**src/logic/boost_ctrl_params.svh**
```systemverilog
// Register offsets, field positions, reset values and timing for the boost control register bank.
`ifndef BOOST_CTRL_PARAMS_SVH
`define BOOST_CTRL_PARAMS_SVH

`define ADDR_BOOST_STATUS 8'hc0
`define ADDR_BOOST_IRQ_MASK 8'hc1
`define ADDR_BOOST_VOLTAGE_CONFIG 8'hc5
`define ADDR_BOOST_ENABLE_CONFIG 8'hc6
`define ADDR_BOOST_FAULT_SEQUENCE 8'hc7
`define ADDR_BOOST_DELAY_CONFIG 8'hc8
`define ADDR_AUX_REGULATOR_CONFIG 8'hc9

`define RST_BOOST_IRQ_MASK 8'hdc
`define RST_BOOST_VOLTAGE_CONFIG 8'h98
`define RST_BOOST_ENABLE_CONFIG 8'h0f
`define RST_BOOST_FAULT_SEQUENCE 8'h77
`define RST_BOOST_DELAY_CONFIG 8'h42
`define RST_AUX_REGULATOR_CONFIG 8'h66

`define BIT_POWER_GOOD 7
`define BIT_OVERVOLTAGE 6
`define BIT_CURRENT_SHUTDOWN 4
`define BIT_CURRENT_FAULT 3
`define BIT_CURRENT_WARNING 2
`define BIT_AUX_AUTOSTART 7
`define BIT_SWITCH_FAULT_MASK 6
`define BIT_DIRECT_ENABLE 3
`define BIT_HOLD_ON_SEQ_DROP 2
`define BIT_SLEEP_OFF_ENABLE 1
`define BIT_DEEP_SLEEP_OFF_ENABLE 0
`define BIT_REGULATOR_FAULT_IGNORE 7
`define BIT_RESET_OUTPUT_LINK 6
`define BIT_SYSTEM_FAULT_IGNORE 7

`define CORE_CLK_PERIOD_NS 20
`define TURN_ON_STEP_NS 250000
`define TURN_OFF_STEP_NS 1000000
`define TURN_ON_STEP_CYCLES (`TURN_ON_STEP_NS / `CORE_CLK_PERIOD_NS)
`define TURN_OFF_STEP_CYCLES (`TURN_OFF_STEP_NS / `CORE_CLK_PERIOD_NS)

`define I2C_DEVICE_ADDR 7'h25

`endif

```
**src/logic/boost_ctrl_pkg.sv**
```systemverilog
// Types shared by the boost control register bank and its bench.
package boost_ctrl_pkg;

	typedef enum logic [1:0] {
		BST_OFF = 2'b00,
		DIRECT_ENABLE_WAIT = 2'b01,
		DIRECT_ENABLE = 2'b10,
		BST_OFF_WAIT = 2'b11
	} boost_state_e;

	typedef enum logic [3:0] {
		SER_IDLE = 4'h0,
		SER_ADDR = 4'h1,
		SER_ACK_ADDR = 4'h2,
		SER_PTR = 4'h3,
		SER_ACK_PTR = 4'h4,
		SER_WDATA = 4'h5,
		SER_ACK_WDATA = 4'h6,
		SER_RDATA = 4'h7,
		SER_RACK = 4'h8,
		SER_RLOAD = 4'h9
	} serial_state_e;

	typedef struct packed {
		logic out_good;
		logic out_over;
		logic isw_shutdown;
		logic isw_fault;
		logic isw_warning;
		logic vcc_above_uvlo;
		logic seq_enable;
		logic sleep_mode;
		logic deep_sleep_mode;
	} sense_s;

	typedef struct packed {
		logic boost_on;
		logic [5:0] boost_voltage_code;
		logic switch_fault_react;
		logic aux_on;
		logic [5:0] aux_voltage_code;
		logic [1:0] aux_current_limit;
		logic system_fault_req;
	} drive_s;

endpackage

```
**src/logic/boost_ctrl_status_regs.sv**
```systemverilog
// Boost regulator control and status register bank with its serial control port.
`timescale 1ns/100ps
`include "boost_ctrl_params.svh"

module boost_ctrl_status_regs #(
	parameter int ON_STEP_CYCLES = `TURN_ON_STEP_CYCLES,
	parameter int OFF_STEP_CYCLES = `TURN_OFF_STEP_CYCLES,
	parameter logic [6:0] DEVICE_ADDR = `I2C_DEVICE_ADDR
) (
	input wire logic CORE_CLK,
	input wire logic RESETN,
	input wire logic SCL,
	input wire logic SDA_IN,
	output logic SDA_OUT,
	output logic SDA_OE,
	input boost_ctrl_pkg::sense_s SENSE,
	output boost_ctrl_pkg::drive_s DRIVE,
	output logic IRQ_OUT_N,
	output logic SYSTEM_RESET_OUT_N
);
	import boost_ctrl_pkg::*;

	initial begin
		if (ON_STEP_CYCLES < 1 || ON_STEP_CYCLES * 64 >= (1 << 24)) begin
			$error("ON_STEP_CYCLES out of range");
		end
		if (OFF_STEP_CYCLES < 1 || OFF_STEP_CYCLES * 15 >= (1 << 24)) begin
			$error("OFF_STEP_CYCLES out of range");
		end
	end

	// Every outside level passes two flip-flops; only the second stage is used.
	localparam int NSYNC = $bits(sense_s) + 2;
	logic [NSYNC-1:0] sync_a;
	logic [NSYNC-1:0] sync_b;
	always_ff @(posedge CORE_CLK or negedge RESETN) begin
		if (!RESETN) begin
			sync_a <= {2'b11, {(NSYNC-2){1'b0}}};
			sync_b <= {2'b11, {(NSYNC-2){1'b0}}};
		end else begin
			sync_a <= {SCL, SDA_IN, SENSE};
			sync_b <= sync_a;
		end
	end

	sense_s sense;
	logic scl_s;
	logic sda_s;
	assign sense = sync_b[NSYNC-3:0];
	assign scl_s = sync_b[NSYNC-1];
	assign sda_s = sync_b[NSYNC-2];

	logic scl_d;
	logic sda_d;
	always_ff @(posedge CORE_CLK or negedge RESETN) begin
		if (!RESETN) begin
			scl_d <= 1'b1;
			sda_d <= 1'b1;
		end else begin
			scl_d <= scl_s;
			sda_d <= sda_s;
		end
	end

	logic scl_rise;
	logic scl_fall;
	logic bus_start;
	logic bus_stop;
	assign scl_rise = scl_s & ~scl_d;
	assign scl_fall = ~scl_s & scl_d;
	assign bus_start = scl_s & scl_d & sda_d & ~sda_s;
	assign bus_stop = scl_s & scl_d & ~sda_d & sda_s;

	// Register storage.
	logic [7:0] irq_mask;
	logic [7:0] voltage_config;
	logic [7:0] enable_config;
	logic [7:0] fault_sequence;
	logic [7:0] delay_config;
	logic [7:0] aux_config;
	logic [7:0] status;
	logic [3:0] flag;

	logic wr_stb;
	logic rd_stb;
	logic [7:0] ptr;
	logic [7:0] shift;

	// Serial port state.
	serial_state_e ser_state;
	logic [3:0] bit_cnt;
	logic read_dir;
	logic [7:0] tx;

	function automatic logic [7:0] read_mux(input logic [7:0] addr);
		case (addr)
			`ADDR_BOOST_STATUS: read_mux = status;
			`ADDR_BOOST_IRQ_MASK: read_mux = irq_mask;
			`ADDR_BOOST_VOLTAGE_CONFIG: read_mux = voltage_config;
			`ADDR_BOOST_ENABLE_CONFIG: read_mux = enable_config;
			`ADDR_BOOST_FAULT_SEQUENCE: read_mux = fault_sequence;
			`ADDR_BOOST_DELAY_CONFIG: read_mux = delay_config;
			`ADDR_AUX_REGULATOR_CONFIG: read_mux = aux_config;
			default: read_mux = 8'h00;
		endcase
	endfunction

	logic [7:0] rd_data;
	assign rd_data = read_mux(ptr);
	assign SDA_OUT = 1'b0;

	// The status register counts as read when its byte is loaded for shifting out.
	assign rd_stb = scl_fall && (ser_state == SER_RLOAD || (ser_state == SER_ACK_ADDR && read_dir))
		&& ptr == `ADDR_BOOST_STATUS;
	assign wr_stb = scl_fall && ser_state == SER_WDATA && bit_cnt == 4'h8;

	always_ff @(posedge CORE_CLK or negedge RESETN) begin
		if (!RESETN) begin
			ser_state <= SER_IDLE;
			bit_cnt <= 4'h0;
			read_dir <= 1'b0;
			shift <= 8'h00;
			tx <= 8'h00;
			ptr <= 8'h00;
			SDA_OE <= 1'b0;
		end else if (bus_stop) begin
			ser_state <= SER_IDLE;
			SDA_OE <= 1'b0;
		end else if (bus_start) begin
			ser_state <= SER_ADDR;
			bit_cnt <= 4'h0;
			SDA_OE <= 1'b0;
		end else if (scl_rise) begin
			case (ser_state)
				SER_ADDR, SER_PTR, SER_WDATA: begin
					shift <= {shift[6:0], sda_s};
					bit_cnt <= bit_cnt + 4'h1;
				end
				SER_RACK: begin
					ser_state <= sda_s ? SER_IDLE : SER_RLOAD;
				end
				default: begin
				end
			endcase
		end else if (scl_fall) begin
			case (ser_state)
				SER_ADDR: begin
					if (bit_cnt == 4'h8) begin
						if (shift[7:1] == DEVICE_ADDR) begin
							ser_state <= SER_ACK_ADDR;
							read_dir <= shift[0];
							SDA_OE <= 1'b1;
						end else begin
							ser_state <= SER_IDLE;
						end
					end
				end
				SER_ACK_ADDR, SER_RLOAD: begin
					if (ser_state == SER_RLOAD || read_dir) begin
						ser_state <= SER_RDATA;
						SDA_OE <= ~rd_data[7];
						tx <= {rd_data[6:0], 1'b0};
						bit_cnt <= 4'h1;
						ptr <= ptr + 8'h01;
					end else begin
						ser_state <= SER_PTR;
						SDA_OE <= 1'b0;
						bit_cnt <= 4'h0;
					end
				end
				SER_PTR: begin
					if (bit_cnt == 4'h8) begin
						ptr <= shift;
						ser_state <= SER_ACK_PTR;
						SDA_OE <= 1'b1;
					end
				end
				SER_WDATA: begin
					if (bit_cnt == 4'h8) begin
						ptr <= ptr + 8'h01;
						ser_state <= SER_ACK_WDATA;
						SDA_OE <= 1'b1;
					end
				end
				SER_ACK_PTR, SER_ACK_WDATA: begin
					ser_state <= SER_WDATA;
					SDA_OE <= 1'b0;
					bit_cnt <= 4'h0;
				end
				SER_RDATA: begin
					if (bit_cnt == 4'h8) begin
						ser_state <= SER_RACK;
						SDA_OE <= 1'b0;
					end else begin
						SDA_OE <= ~tx[7];
						tx <= {tx[6:0], 1'b0};
						bit_cnt <= bit_cnt + 4'h1;
					end
				end
				default: begin
				end
			endcase
		end
	end

	// Host writes; the status register and unmapped addresses ignore writes.
	always_ff @(posedge CORE_CLK or negedge RESETN) begin
		if (!RESETN) begin
			irq_mask <= `RST_BOOST_IRQ_MASK;
			voltage_config <= `RST_BOOST_VOLTAGE_CONFIG;
			enable_config <= `RST_BOOST_ENABLE_CONFIG;
			fault_sequence <= `RST_BOOST_FAULT_SEQUENCE;
			delay_config <= `RST_BOOST_DELAY_CONFIG;
			aux_config <= `RST_AUX_REGULATOR_CONFIG;
		end else if (wr_stb) begin
			case (ptr)
				`ADDR_BOOST_IRQ_MASK: irq_mask <= shift;
				`ADDR_BOOST_VOLTAGE_CONFIG: voltage_config <= shift;
				`ADDR_BOOST_ENABLE_CONFIG: enable_config <= shift;
				`ADDR_BOOST_FAULT_SEQUENCE: fault_sequence <= shift;
				`ADDR_BOOST_DELAY_CONFIG: delay_config <= shift;
				`ADDR_AUX_REGULATOR_CONFIG: aux_config <= shift;
				default: begin
				end
			endcase
		end
	end

	// Sticky flags: a read arms the clear, which waits for the condition to end.
	// The live condition always wins over a pending clear, so no event is lost.
	logic [3:0] flag_cond;
	logic [3:0] read_seen;
	assign flag_cond = {sense.out_over, sense.isw_shutdown, sense.isw_fault, sense.isw_warning};

	generate
		for (genvar i = 0; i < 4; i++) begin : g_flag
			always_ff @(posedge CORE_CLK or negedge RESETN) begin
				if (!RESETN) begin
					flag[i] <= 1'b0;
					read_seen[i] <= 1'b0;
				end else if (flag_cond[i]) begin
					flag[i] <= 1'b1;
					read_seen[i] <= read_seen[i] | (rd_stb & flag[i]);
				end else if (flag[i] && (read_seen[i] || rd_stb)) begin
					flag[i] <= 1'b0;
					read_seen[i] <= 1'b0;
				end
			end
		end
	endgenerate

	assign status = {sense.out_good, flag[3], 1'b0, flag[2], flag[1], flag[0], 2'b00};

	// Mask bits withhold events from the interrupt only; the flags run on regardless.
	logic irq_any;
	assign irq_any = (~sense.out_good & ~irq_mask[`BIT_POWER_GOOD])
		| (flag[3] & ~irq_mask[`BIT_OVERVOLTAGE])
		| (flag[2] & ~irq_mask[`BIT_CURRENT_SHUTDOWN])
		| (flag[1] & ~irq_mask[`BIT_CURRENT_FAULT])
		| (flag[0] & ~irq_mask[`BIT_CURRENT_WARNING]);

	// Boost sequencing.
	boost_state_e bst_state;
	logic [23:0] delay_cnt;
	logic good_seen;
	logic under_volt;
	logic reg_fault;
	logic switch_fault;
	logic sleep_kill;
	logic kill;
	logic want_on;
	logic [23:0] on_cycles;
	logic [23:0] off_cycles;

	always_comb begin
		if (delay_config[6:4] == 3'h0) begin
			on_cycles = 24'h000000;
		end else begin
			on_cycles = 24'(ON_STEP_CYCLES) << (delay_config[6:4] - 3'h1);
		end
	end
	assign off_cycles = 24'(OFF_STEP_CYCLES * int'(delay_config[3:0]));

	// Undervoltage counts only once the output has been good, or the start-up ramp would trip it.
	assign under_volt = good_seen & ~sense.out_good;
	assign reg_fault = ~fault_sequence[`BIT_REGULATOR_FAULT_IGNORE] & (sense.out_over | under_volt);
	assign switch_fault = ~voltage_config[`BIT_SWITCH_FAULT_MASK] & sense.isw_shutdown;
	assign sleep_kill = (sense.sleep_mode & enable_config[`BIT_SLEEP_OFF_ENABLE])
		| (sense.deep_sleep_mode & enable_config[`BIT_DEEP_SLEEP_OFF_ENABLE]);
	assign kill = reg_fault | switch_fault | sleep_kill;
	assign want_on = ~kill & (enable_config[`BIT_DIRECT_ENABLE] | sense.seq_enable
		| (enable_config[`BIT_HOLD_ON_SEQ_DROP] & bst_state == DIRECT_ENABLE));

	always_ff @(posedge CORE_CLK or negedge RESETN) begin
		if (!RESETN) begin
			bst_state <= BST_OFF;
			delay_cnt <= 24'h000000;
		end else begin
			case (bst_state)
				BST_OFF: begin
					if (want_on && on_cycles == 24'h000000) begin
						bst_state <= DIRECT_ENABLE;
					end else if (want_on) begin
						bst_state <= DIRECT_ENABLE_WAIT;
						delay_cnt <= on_cycles - 24'h000001;
					end
				end
				DIRECT_ENABLE_WAIT: begin
					if (!want_on) begin
						bst_state <= BST_OFF;
					end else if (delay_cnt == 24'h000000) begin
						bst_state <= DIRECT_ENABLE;
					end else begin
						delay_cnt <= delay_cnt - 24'h000001;
					end
				end
				DIRECT_ENABLE: begin
					// Faults and sleep entry act at once; only a dropped enable waits.
					if (kill || (!want_on && off_cycles == 24'h000000)) begin
						bst_state <= BST_OFF;
					end else if (!want_on) begin
						bst_state <= BST_OFF_WAIT;
						delay_cnt <= off_cycles - 24'h000001;
					end
				end
				BST_OFF_WAIT: begin
					if (kill || delay_cnt == 24'h000000) begin
						bst_state <= BST_OFF;
					end else if (want_on) begin
						bst_state <= DIRECT_ENABLE;
					end else begin
						delay_cnt <= delay_cnt - 24'h000001;
					end
				end
				default: bst_state <= BST_OFF;
			endcase
		end
	end

	always_ff @(posedge CORE_CLK or negedge RESETN) begin
		if (!RESETN) begin
			good_seen <= 1'b0;
		end else if (bst_state != DIRECT_ENABLE && bst_state != BST_OFF_WAIT) begin
			good_seen <= 1'b0;
		end else if (sense.out_good) begin
			good_seen <= 1'b1;
		end
	end

	// Registered outputs.
	always_ff @(posedge CORE_CLK or negedge RESETN) begin
		if (!RESETN) begin
			DRIVE <= '0;
			IRQ_OUT_N <= 1'b1;
			SYSTEM_RESET_OUT_N <= 1'b1;
		end else begin
			DRIVE.boost_on <= bst_state == DIRECT_ENABLE || bst_state == BST_OFF_WAIT;
			DRIVE.boost_voltage_code <= voltage_config[5:0];
			DRIVE.switch_fault_react <= switch_fault;
			DRIVE.aux_on <= voltage_config[`BIT_AUX_AUTOSTART] & sense.vcc_above_uvlo;
			DRIVE.aux_voltage_code <= aux_config[5:0];
			DRIVE.aux_current_limit <= aux_config[7:6];
			DRIVE.system_fault_req <= ~delay_config[`BIT_SYSTEM_FAULT_IGNORE] & (sense.out_over | under_volt);
			IRQ_OUT_N <= ~irq_any;
			SYSTEM_RESET_OUT_N <= ~(fault_sequence[`BIT_RESET_OUTPUT_LINK]
				& (bst_state == BST_OFF || bst_state == DIRECT_ENABLE_WAIT));
		end
	end

endmodule // boost_ctrl_status_regs

```
**config.mk**
```make
export PLATFORM = sky130hd
export DESIGN_NAME = boost_ctrl_status_regs
export DESIGN_NICKNAME = d
export VERILOG_FILES = /design/src/logic/boost_ctrl_pkg.sv /design/src/logic/boost_ctrl_status_regs.sv
export VERILOG_INCLUDE_DIRS = /design/src /design/src/logic
export SDC_FILE = /design/constraint.sdc
export NUM_CORES = 1
export LEC_CHECK = 0
export BUFFER_PORTS_ARGS = -buffer_cell sky130_fd_sc_hd__buf_2
export CELL_PAD_IN_SITES_DETAIL_PLACEMENT = 2
export CELL_PAD_IN_SITES_GLOBAL_PLACEMENT = 2
export CORE_AREA = 2 2 141 157
export DETAILED_ROUTE_END_ITERATION = 16
export DIE_AREA = 0 0 143 159
export HOLD_SLACK_MARGIN = 0.02
export PLACE_DENSITY = 0.91
export SLEW_MARGIN = 20
export SYNTH_ARGS = -nofsm -noshare
export SYNTH_HDL_FRONTEND = slang
export SYNTH_SLANG_ARGS = --single-unit
```
**constraint.sdc**
```tcl
create_clock -name CORE_CLK -period 9.55 [get_ports CORE_CLK]
set_input_delay 2.3875 -clock CORE_CLK [delete_from_list [all_inputs] [get_ports CORE_CLK]]
set_output_delay 2.3875 -clock CORE_CLK [all_outputs]
set_load 0.1 [all_outputs]
```
==> flow_summary_export.csv, run 1 <==
group,metric,value,unit
global_route,grt_pass1_vias,8571,
pwr,internal_power,1460,uW
global_route,grtUsageTotal,27.8,%
critical_path,cp.arrival,4.35,ns
pwr,ir_drop,0.135,mV
logic_synthesis,synthMuxAreaShare,9.79,%
logic_synthesis,ys_warn_count,0,
logic_synthesis,synth_xor_area_share,3.17,%
sta,min_period_over_period,42.3,%
global_route,grt_first_pass_wirelength,49100,um
critical_path,setup.worst_path.class,"reg2reg",
logic_synthesis,synthesis.nets,963,
critical_path,ff2ff_path_depth,13,
floorplanning,design.die.area,0.0227,mm2
pwr,power_frac_comb,30.2,%
routing,drt_pass1_iterations,5,
logic_synthesis,ys_ff_latch,160,
critical_path,slowest_delay,0.61,ns
logic_synthesis,netlist_instances,913,
floorplanning,die_x,143,um
logic_synthesis,synth_top_family_by_area,"compound AO/OA/AOI/OAI gates",
critical_path,endpoint_kind,"flop",
cts,path_clk_slew,0.07,ns
final_layout,fill_cells,2159,
sta,worstMarginPinSlew,1.10,ns
logic_synthesis,synthesis.area,0.00939,mm2
placement,io_buffers,33,
final_layout,syn2layout_area_growth,10.4,%
cts,cts_tree,"built",
critical_path,crit_slowest_cell,"dfstp_2",
routing,drc_errors,0,
cts,cts_sinks,160,
sta,slew_violations,0,
cts,cts_hold_buf,0,
logic_synthesis,yosys_most_used_dff,"dfrtp_1",
logic_synthesis,async_reset_ff_share,100,%
global_route,grt_max_degree,97,
critical_path,required,9.86,ns
placement,dp_hpwl,20500,um
routing,ant_nets,0,
floorplanning,initial_core_util,44.5,%
logic_synthesis,synth_edf_count,0,
hold_path,hold_class,"reg2reg",
final_layout,final_layout_size_suffix_gt1_share,22.7,%
floorplanning,die_h,159,um
sta,clock_skew,0.00796,ns
global_route,antenna_found_initial,0,
floorplanning,std_cell_rows,56,
routing,drt_iter0_markers,410,
floorplanning,core,0.0211,mm2
routing,drt-total-wl,30100,um
sta,period_needed,4.04,ns
sta,relSlewSlack,26.8,%
routing,wl_per_cell,24.6,um
cts,clk_latency,0.43,ns
pwr,seq_power_share,36.4,%
routing,vias,7511,
sta,rsz0062_at_grt,"no",
placement,dpl.cell_count,1189,
critical_path,cp-start-kind,"flop",
logic_synthesis,avgSynthCellArea,10.3,um2
critical_path,critPathMaxFanout,23,
cts,root_buffer,"clkbuf_16",
floorplanning,ios,35,
logic_synthesis,synthDistinctLibCells,98,
placement,routabilityCongestion,0.861,
final_layout,nNetsFinal,968,
final_layout,insertedDiodeCount,0,
sta,setup_tns,0,ns
cts,clk_path_buf_depth,2,
final_layout,fin_cells,1221,
cts,ctsResizeCount,0,
pwr,cellPowerDensity,215,mW/mm2
sta,finalSetupViolCount,0,
pwr,p_clk_share,33.4,%
cts,cts_made_buffers,17,
pwr,power_leakage,0.00455,uW
cts,cts_setup_buffers,0,
hold_path,holdPathStages,0,
logic_synthesis,synth_fa_ha_area_share,4.93,%
pwr,power_switching,769,uW
logic_synthesis,synthSimpleGateAreaFrac,17.2,%
status,status,"finished, final reports clean",
sta,finalHoldViolations,0,
sta,max_freq,248,MHz
critical_path,cp_cell_sequence,"ha_1, xor2_1, ha_1, a21o_1, ha_1, a211oi_2, o21a_1, o311ai_1, nand3b_2, nor2_4, nand4_4, a21o_4, mux2_1",
logic_synthesis,seq_area_frac_synth,43.1,%
logic_synthesis,synth_compound_area_share,17.7,%
job,max-cap-violations,0,
cts,htreeDepth,4,
pwr,p_sw_share,34.5,%
global_route,overflow,0,
routing,viasPerCell,6.15,
critical_path,crit_path_frequent_cell,"ha_1",
-- worst max-delay path: cells and delay by family (launching register included) --
family | cells | cell delay, ns
muxes | 1 | 0.39
adders and majority gates | 3 | 0.80
AOI/OAI and AO/OA | 5 | 1.42
xor gates and xnor gates | 1 | 0.09
DFF | 1 | 0.61
and+or+nand+nor | 3 | 0.60
-- per-stage QoR --
step,power [uW],util (%),worst slack [ns],instance area [um2],hold slack [ns]
2_1_floorplan,1320,-,6.06,9390,0.331
3_3_place_gp,1430,46.1,5.64,9720,0.333
3_5_place_dp,1470,46.1,5.56,9720,0.337
4_1_cts,2240,49.1,5.50,10400,0.347
5_1_grt,2330,49.1,5.29,10400,0.359
6_report,2230,49.1,5.51,10400,0.353
-- cells by family (layout without fill, tap and decap cells) --
| logic type | Yosys count | after routing |
|---|---|---|
| compound gates | 230 | 230 |
| mux | 78 | 78 |
| other cells | 1 | 1 |
| fa+ha+maj | 37 | 37 |
| simple gates | 282 | 282 |
| flops | 160 | 160 |
| xor+xnor | 34 | 34 |
| buf+inv | 91 | 109 |
-- registers in the layout (all words and copies together) (netlist names), 4 cells and up --
register,count
shift,8
ser_state,4
voltage_config,8
aux_config,8
flag,4
enable_config,8
read_seen,4
sync_a,11
ptr,8
sync_b,11
bit_cnt,4
delay_config,8
tx,7
fault_sequence,8
DRIVE,18
delay_cnt,24
irq_mask,8
-- metal layers --
metal | track usage (%) | vias up | share of wire [%]
met5 | 0 | - | 0
met4 | 11.2 | 0 | 3.3
met3 | 4.00 | 69 | 2.4
met2 | 49.9 | 160 | 53
met1 | 33.2 | 3929 | 41
li1 | - | 3353 | -
-- final cells by class --
class	count	area (um2)	area share (%)
tap	290	363	3.50
multi-input combinational	662	4970	48.0
clock buffer	17	425	4.10
sequential	160	4040	39.0
clock inverter	15	206	1.99
inverter	39	146	1.41
timing repair buffer	38	209	2.02
-- cells in the mapped netlist (all sizes together), types with 12 or more instances --
master / instances / share of area, %
a21oi: 57 / 3.0
nor2: 58 / 2.4
nand2: 57 / 2.3
dfstp: 32 / 9.0
xnor2: 17 / 1.6
mux2: 69 / 8.8
o21ai: 44 / 2.4
a31oi: 12 / 0.96
nand2b: 16 / 1.2
nor3: 26 / 1.7
a22oi: 22 / 1.8
inv: 39 / 1.6
dfrtp: 128 / 34
clkbuf: 30 / 1.2
buf: 22 / 1.4
nor2b: 16 / 1.1
nand3: 22 / 1.4
ha: 37 / 4.9
and3: 12 / 0.80
xor2: 17 / 1.6
-- final timing paths --
kind | startpoint | end | slack [ns]
setup reg to reg | delay_config[1]$_DFFE_PN1P_ | delay_cnt[0]$_DFFE_PN0P_ | 5.51
hold reg to reg | sync_a[0]$_DFF_PN0_ | sync_b[0]$_DFF_PN0_ | 0.35
min in group asynchronous | RESETN | ptr[5]$_DFFE_PN0P_ | 2.05
max in group asynchronous | RESETN | sync_a[5]$_DFF_PN0_ | 6.10
hold / removal | sync_a[0]$_DFF_PN0_ | sync_b[0]$_DFF_PN0_ | 0.35
setup / recovery | delay_config[1]$_DFFE_PN1P_ | delay_cnt[0]$_DFFE_PN0P_ | 5.51
-- power by group through the flow --
stage | Sequential, uW | Clock (uW) | Combinational (uW)
after floorplan | 790 | 0 | 528
after global placement | 813 | 0 | 617
after detailed placement | 817 | 0 | 656
after CTS | 809 | 758 | 676
after global routing | 817 | 783 | 732
final | 811 | 745 | 674
-- layout by cell type (no fill, tap or decap), drive strengths merged, types with 5 or more instances in the layout --
master / netlist / final
and2: 10 / 10
inv: 39 / 45
a22oi: 22 / 22
nor2b: 16 / 16
o311ai: 5 / 5
ha: 37 / 37
clkbuf: 30 / 17
dfstp: 32 / 32
xor2: 17 / 17
a31oi: 12 / 12
nor3: 26 / 26
mux2i: 9 / 9
nor3b: 8 / 8
o221ai: 5 / 5
nand2: 57 / 57
a21oi: 57 / 57
nand3: 22 / 22
and3: 12 / 12
mux2: 69 / 69
or2: 5 / 5
o21ai: 44 / 44
nor2: 58 / 58
nand2b: 16 / 16
o211ai: 7 / 7
xnor2: 17 / 17
a211oi: 7 / 7
a21o: 7 / 7
nand4: 11 / 11
o22ai: 8 / 8
nor4: 11 / 11
buf: 22 / 38
dfrtp: 128 / 128
nand3b: 6 / 6
No activity file was read; power rests on OpenSTA's default activity.
==> inputs of run 2 (changes only) <==
--- a/config.mk
+++ b/config.mk
@@ -9,11 +9,11 @@
 export BUFFER_PORTS_ARGS = -buffer_cell sky130_fd_sc_hd__buf_2
 export CELL_PAD_IN_SITES_DETAIL_PLACEMENT = 2
 export CELL_PAD_IN_SITES_GLOBAL_PLACEMENT = 2
-export CORE_AREA = 2 2 141 157
+export CORE_AREA = 2 2 146 162
 export DETAILED_ROUTE_END_ITERATION = 16
-export DIE_AREA = 0 0 143 159
+export DIE_AREA = 0 0 148 164
 export HOLD_SLACK_MARGIN = 0.02
-export PLACE_DENSITY = 0.91
+export PLACE_DENSITY = 0.86
 export SLEW_MARGIN = 20
 export SYNTH_ARGS = -nofsm -noshare
 export SYNTH_HDL_FRONTEND = slang
==> constraint.sdc (replaced) <==
create_clock -name CORE_CLK -period 3.9 [get_ports CORE_CLK]
set_input_delay 0.975 -clock CORE_CLK [delete_from_list [all_inputs] [get_ports CORE_CLK]]
set_output_delay 0.975 -clock CORE_CLK [all_outputs]
set_load 0.1 [all_outputs]
==> run 2 against run 1 <==
Register-to-register slack lost 5.5 ns. Via count is 3.2% higher. Final cell count rose by 3.4%. Sequential share of layout area down 1.2 points. Routed wire length rose by 9.6%. Worst hold slack about the same. First-iteration DRC count is 5.1% higher. Total power rose by 150%. Flip-flop and latch count stayed put. Largest power group unchanged. Largest cell class unchanged. Core utilization decreased by 2.0 points.
==> flow_summary_export.csv, run 2 (synthesis gave the netlist of run 1 again) <==
group,metric,value,unit
sta,finalHoldViolations,0,
placement,dp_hpwl,21500,um
cts,cts_sinks,160,
floorplanning,ios,35,
final_layout,syn2layout_area_growth,13.7,%
critical_path,required,4.21,ns
pwr,seq_power_share,36.4,%
placement,dpl.cell_count,1223,
final_layout,final_layout_size_suffix_gt1_share,26.4,%
critical_path,crit_end,"delay_cnt[4]$_DFFE_PN0P_",
critical_path,cp.arrival,4.17,ns
final_layout,postLayoutCoreUtil,47.2,%
pwr,power_frac_comb,32.2,%
cts,clk_path_buf_depth,2,
critical_path,setup.worst_path.class,"reg2reg",
sta,relSlewSlack,30.3,%
critical_path,reg2reg_slack,0.04,ns
sta,worstMarginPinSlew,1.04,ns
pwr,cellPowerDensity,514,mW/mm2
final_layout,layout_commonest_cell,"dfrtp_1",
final_layout,fill_cells,2395,
routing,drt-total-wl,33000,um
routing,drt_iter0_markers,431,
cts,clk_latency,0.44,ns
floorplanning,std_cell_rows,58,
routing,drc_errors,0,
sta,max_freq,259,MHz
pwr,internal_power,3510,uW
critical_path,endpoint_kind,"flop",
floorplanning,die_h,164,um
routing,viasPerCell,6.14,
global_route,antenna_found_initial,0,
routing,wl_per_cell,26.1,um
pwr,power_leakage,0.00471,uW
cts,cts_made_buffers,17,
routing,ant_nets,0,
cts,root_buffer,"clkbuf_16",
routing,drt_pass1_iterations,5,
critical_path,reg2reg_to,"delay_cnt[4]$_DFFE_PN0P_",
final_layout,reg_top3,"delay_cnt: 24 flops, DRIVE: 18 flops",
critical_path,timing.rr.start,"delay_config[1]$_DFFE_PN1P_",
global_route,grt_first_pass_wirelength,51800,um
sta,period_needed,3.86,ns
sta,slew_violations,0,
placement,post-place-ws,-0.0295,ns
floorplanning,initial_core_util,41.5,%
critical_path,critPathMaxFanout,6,
critical_path,ff2ff_path_depth,13,
cts,path_clk_slew,0.06,ns
final_layout,largest_reg_flops,24,
final_layout,nNetsFinal,999,
global_route,grtUsageTotal,27.9,%
critical_path,cp-start-kind,"flop",
final_layout,mostFrequentLayoutCells,"dfrtp_1, a21oi_1, nand2_1, nor2_1, mux2_2",
cts,cts_tree,"built",
floorplanning,core,0.0226,mm2
job,max-cap-violations,0,
floorplanning,die_x,148,um
sta,fin_ws,0.0403,ns
cts,cts_hold_buf,0,
global_route,overflow,0,
pwr,ir_drop,0.278,mV
pwr,p_sw_share,36.0,%
final_layout,insertedDiodeCount,0,
critical_path,worstSetupStartpoint,"delay_config[1]$_DFFE_PN1P_",
sta,finalSetupViolCount,0,
routing,vias,7749,
placement,routabilityCongestion,0.906,
hold_path,hold_class,"reg2reg",
placement,io_buffers,33,
sta,min_period_over_period,99.0,%
status,status,"finished, final reports clean",
global_route,grt_pass1_vias,8620,
final_layout,fin_cells,1262,
sta,clock_skew,0.0159,ns
final_layout,regMostFlops,"delay_cnt",
pwr,p_clk_share,31.4,%
floorplanning,design.die.area,0.0243,mm2
cts,htreeDepth,4,
pwr,power_switching,1980,uW
global_route,grt_max_degree,90,
[run 2: cell count changes in the layout (fill, tap and decap cells not counted), sizes merged]
cell and change:
buf +29, clkbuf +4, clkinvlp +3, inv -3, a21o +2, bufinv -2
clkinv -2
[run 2: through the flow]
step	TNS, ns	power (uW)	hold slack (ns)	cell area [um2]
after floorplan	0	3230	0.331	9390
after global placement	0	3550	0.334	9930
after detailed placement	-0.0801	3660	0.338	9930
after CTS	0	5480	0.356	10600
after global routing	-0.162	5720	0.358	10700
final	0	5490	0.353	10700
[run 2: how the worst min path moves through the flow]
stage,from,endpoint,cells after the start
after floorplan,sync_a[0]$_DFF_PN0_,sync_b[0]$_DFF_PN0_,0
after global placement,sync_a[3]$_DFF_PN0_,sync_b[3]$_DFF_PN0_,0
after detailed placement,sync_a[2]$_DFF_PN0_,sync_b[2]$_DFF_PN0_,0
after CTS,sync_a[2]$_DFF_PN0_,sync_b[2]$_DFF_PN0_,0
after global routing,sync_a[10]$_DFF_PN1_,sync_b[10]$_DFF_PN1_,0
final,sync_a[2]$_DFF_PN0_,sync_b[2]$_DFF_PN0_,0
[run 2: per-layer routing]
| metal | track usage [%] | vias up | wire (um) |
|---|---|---|---|
| met5 | 0 | - | 0 |
| met4 | 14.2 | 0 | 1560 |
| met3 | 4.11 | 83 | 890 |
| met2 | 50.3 | 191 | 17400 |
| met1 | 32.2 | 4063 | 13100 |
| li1 | - | 3412 | - |
[run 2: worst max-delay path, stage by stage (launching register included)]
cell,delay (ns)
dfstp_2,0.57
ha_2,0.22
xor2_2,0.22
ha_1,0.21
a21o_1,0.10
ha_2,0.32
a211oi_4,0.34
nor2_2,0.11
o41ai_2,0.41
xnor2_2,0.20
nor2_4,0.18
nand4_4,0.15
a21o_4,0.34
mux2_1,0.36
[run 2: final cells by class]
type | instances | area [um2] | share of cell area [%]
tap | 300 | 375 | 3.51
inverter | 39 | 146 | 1.37
clock buffer | 21 | 460 | 4.31
clock inverter | 11 | 130 | 1.22
timing repair buffer | 67 | 439 | 4.11
multi-input combinational | 664 | 5080 | 47.6
sequential | 160 | 4040 | 37.9
[run 2: repair_timing]
| action | 4_1_cts | 5_1_grt |
|---|---|---|
| gates resized for setup | 6 | 13 |
| gates cloned | 1 | 1 |
| pin swaps | 2 | 10 |
| buffers inserted | 0 | 5 |
| setup endpoints to repair | 17 | 18 |
[run 2: power groups by stage]
| stage | clock, uW | sequential, uW | combinational (uW) |
|---|---|---|---|
| after floorplan | 0 | 1940 | 1290 |
| after global placement | 0 | 1990 | 1560 |
| after detailed placement | 0 | 2010 | 1650 |
| after CTS | 1740 | 2000 | 1740 |
| after global routing | 1810 | 2020 | 1890 |
| final | 1720 | 2000 | 1770 |
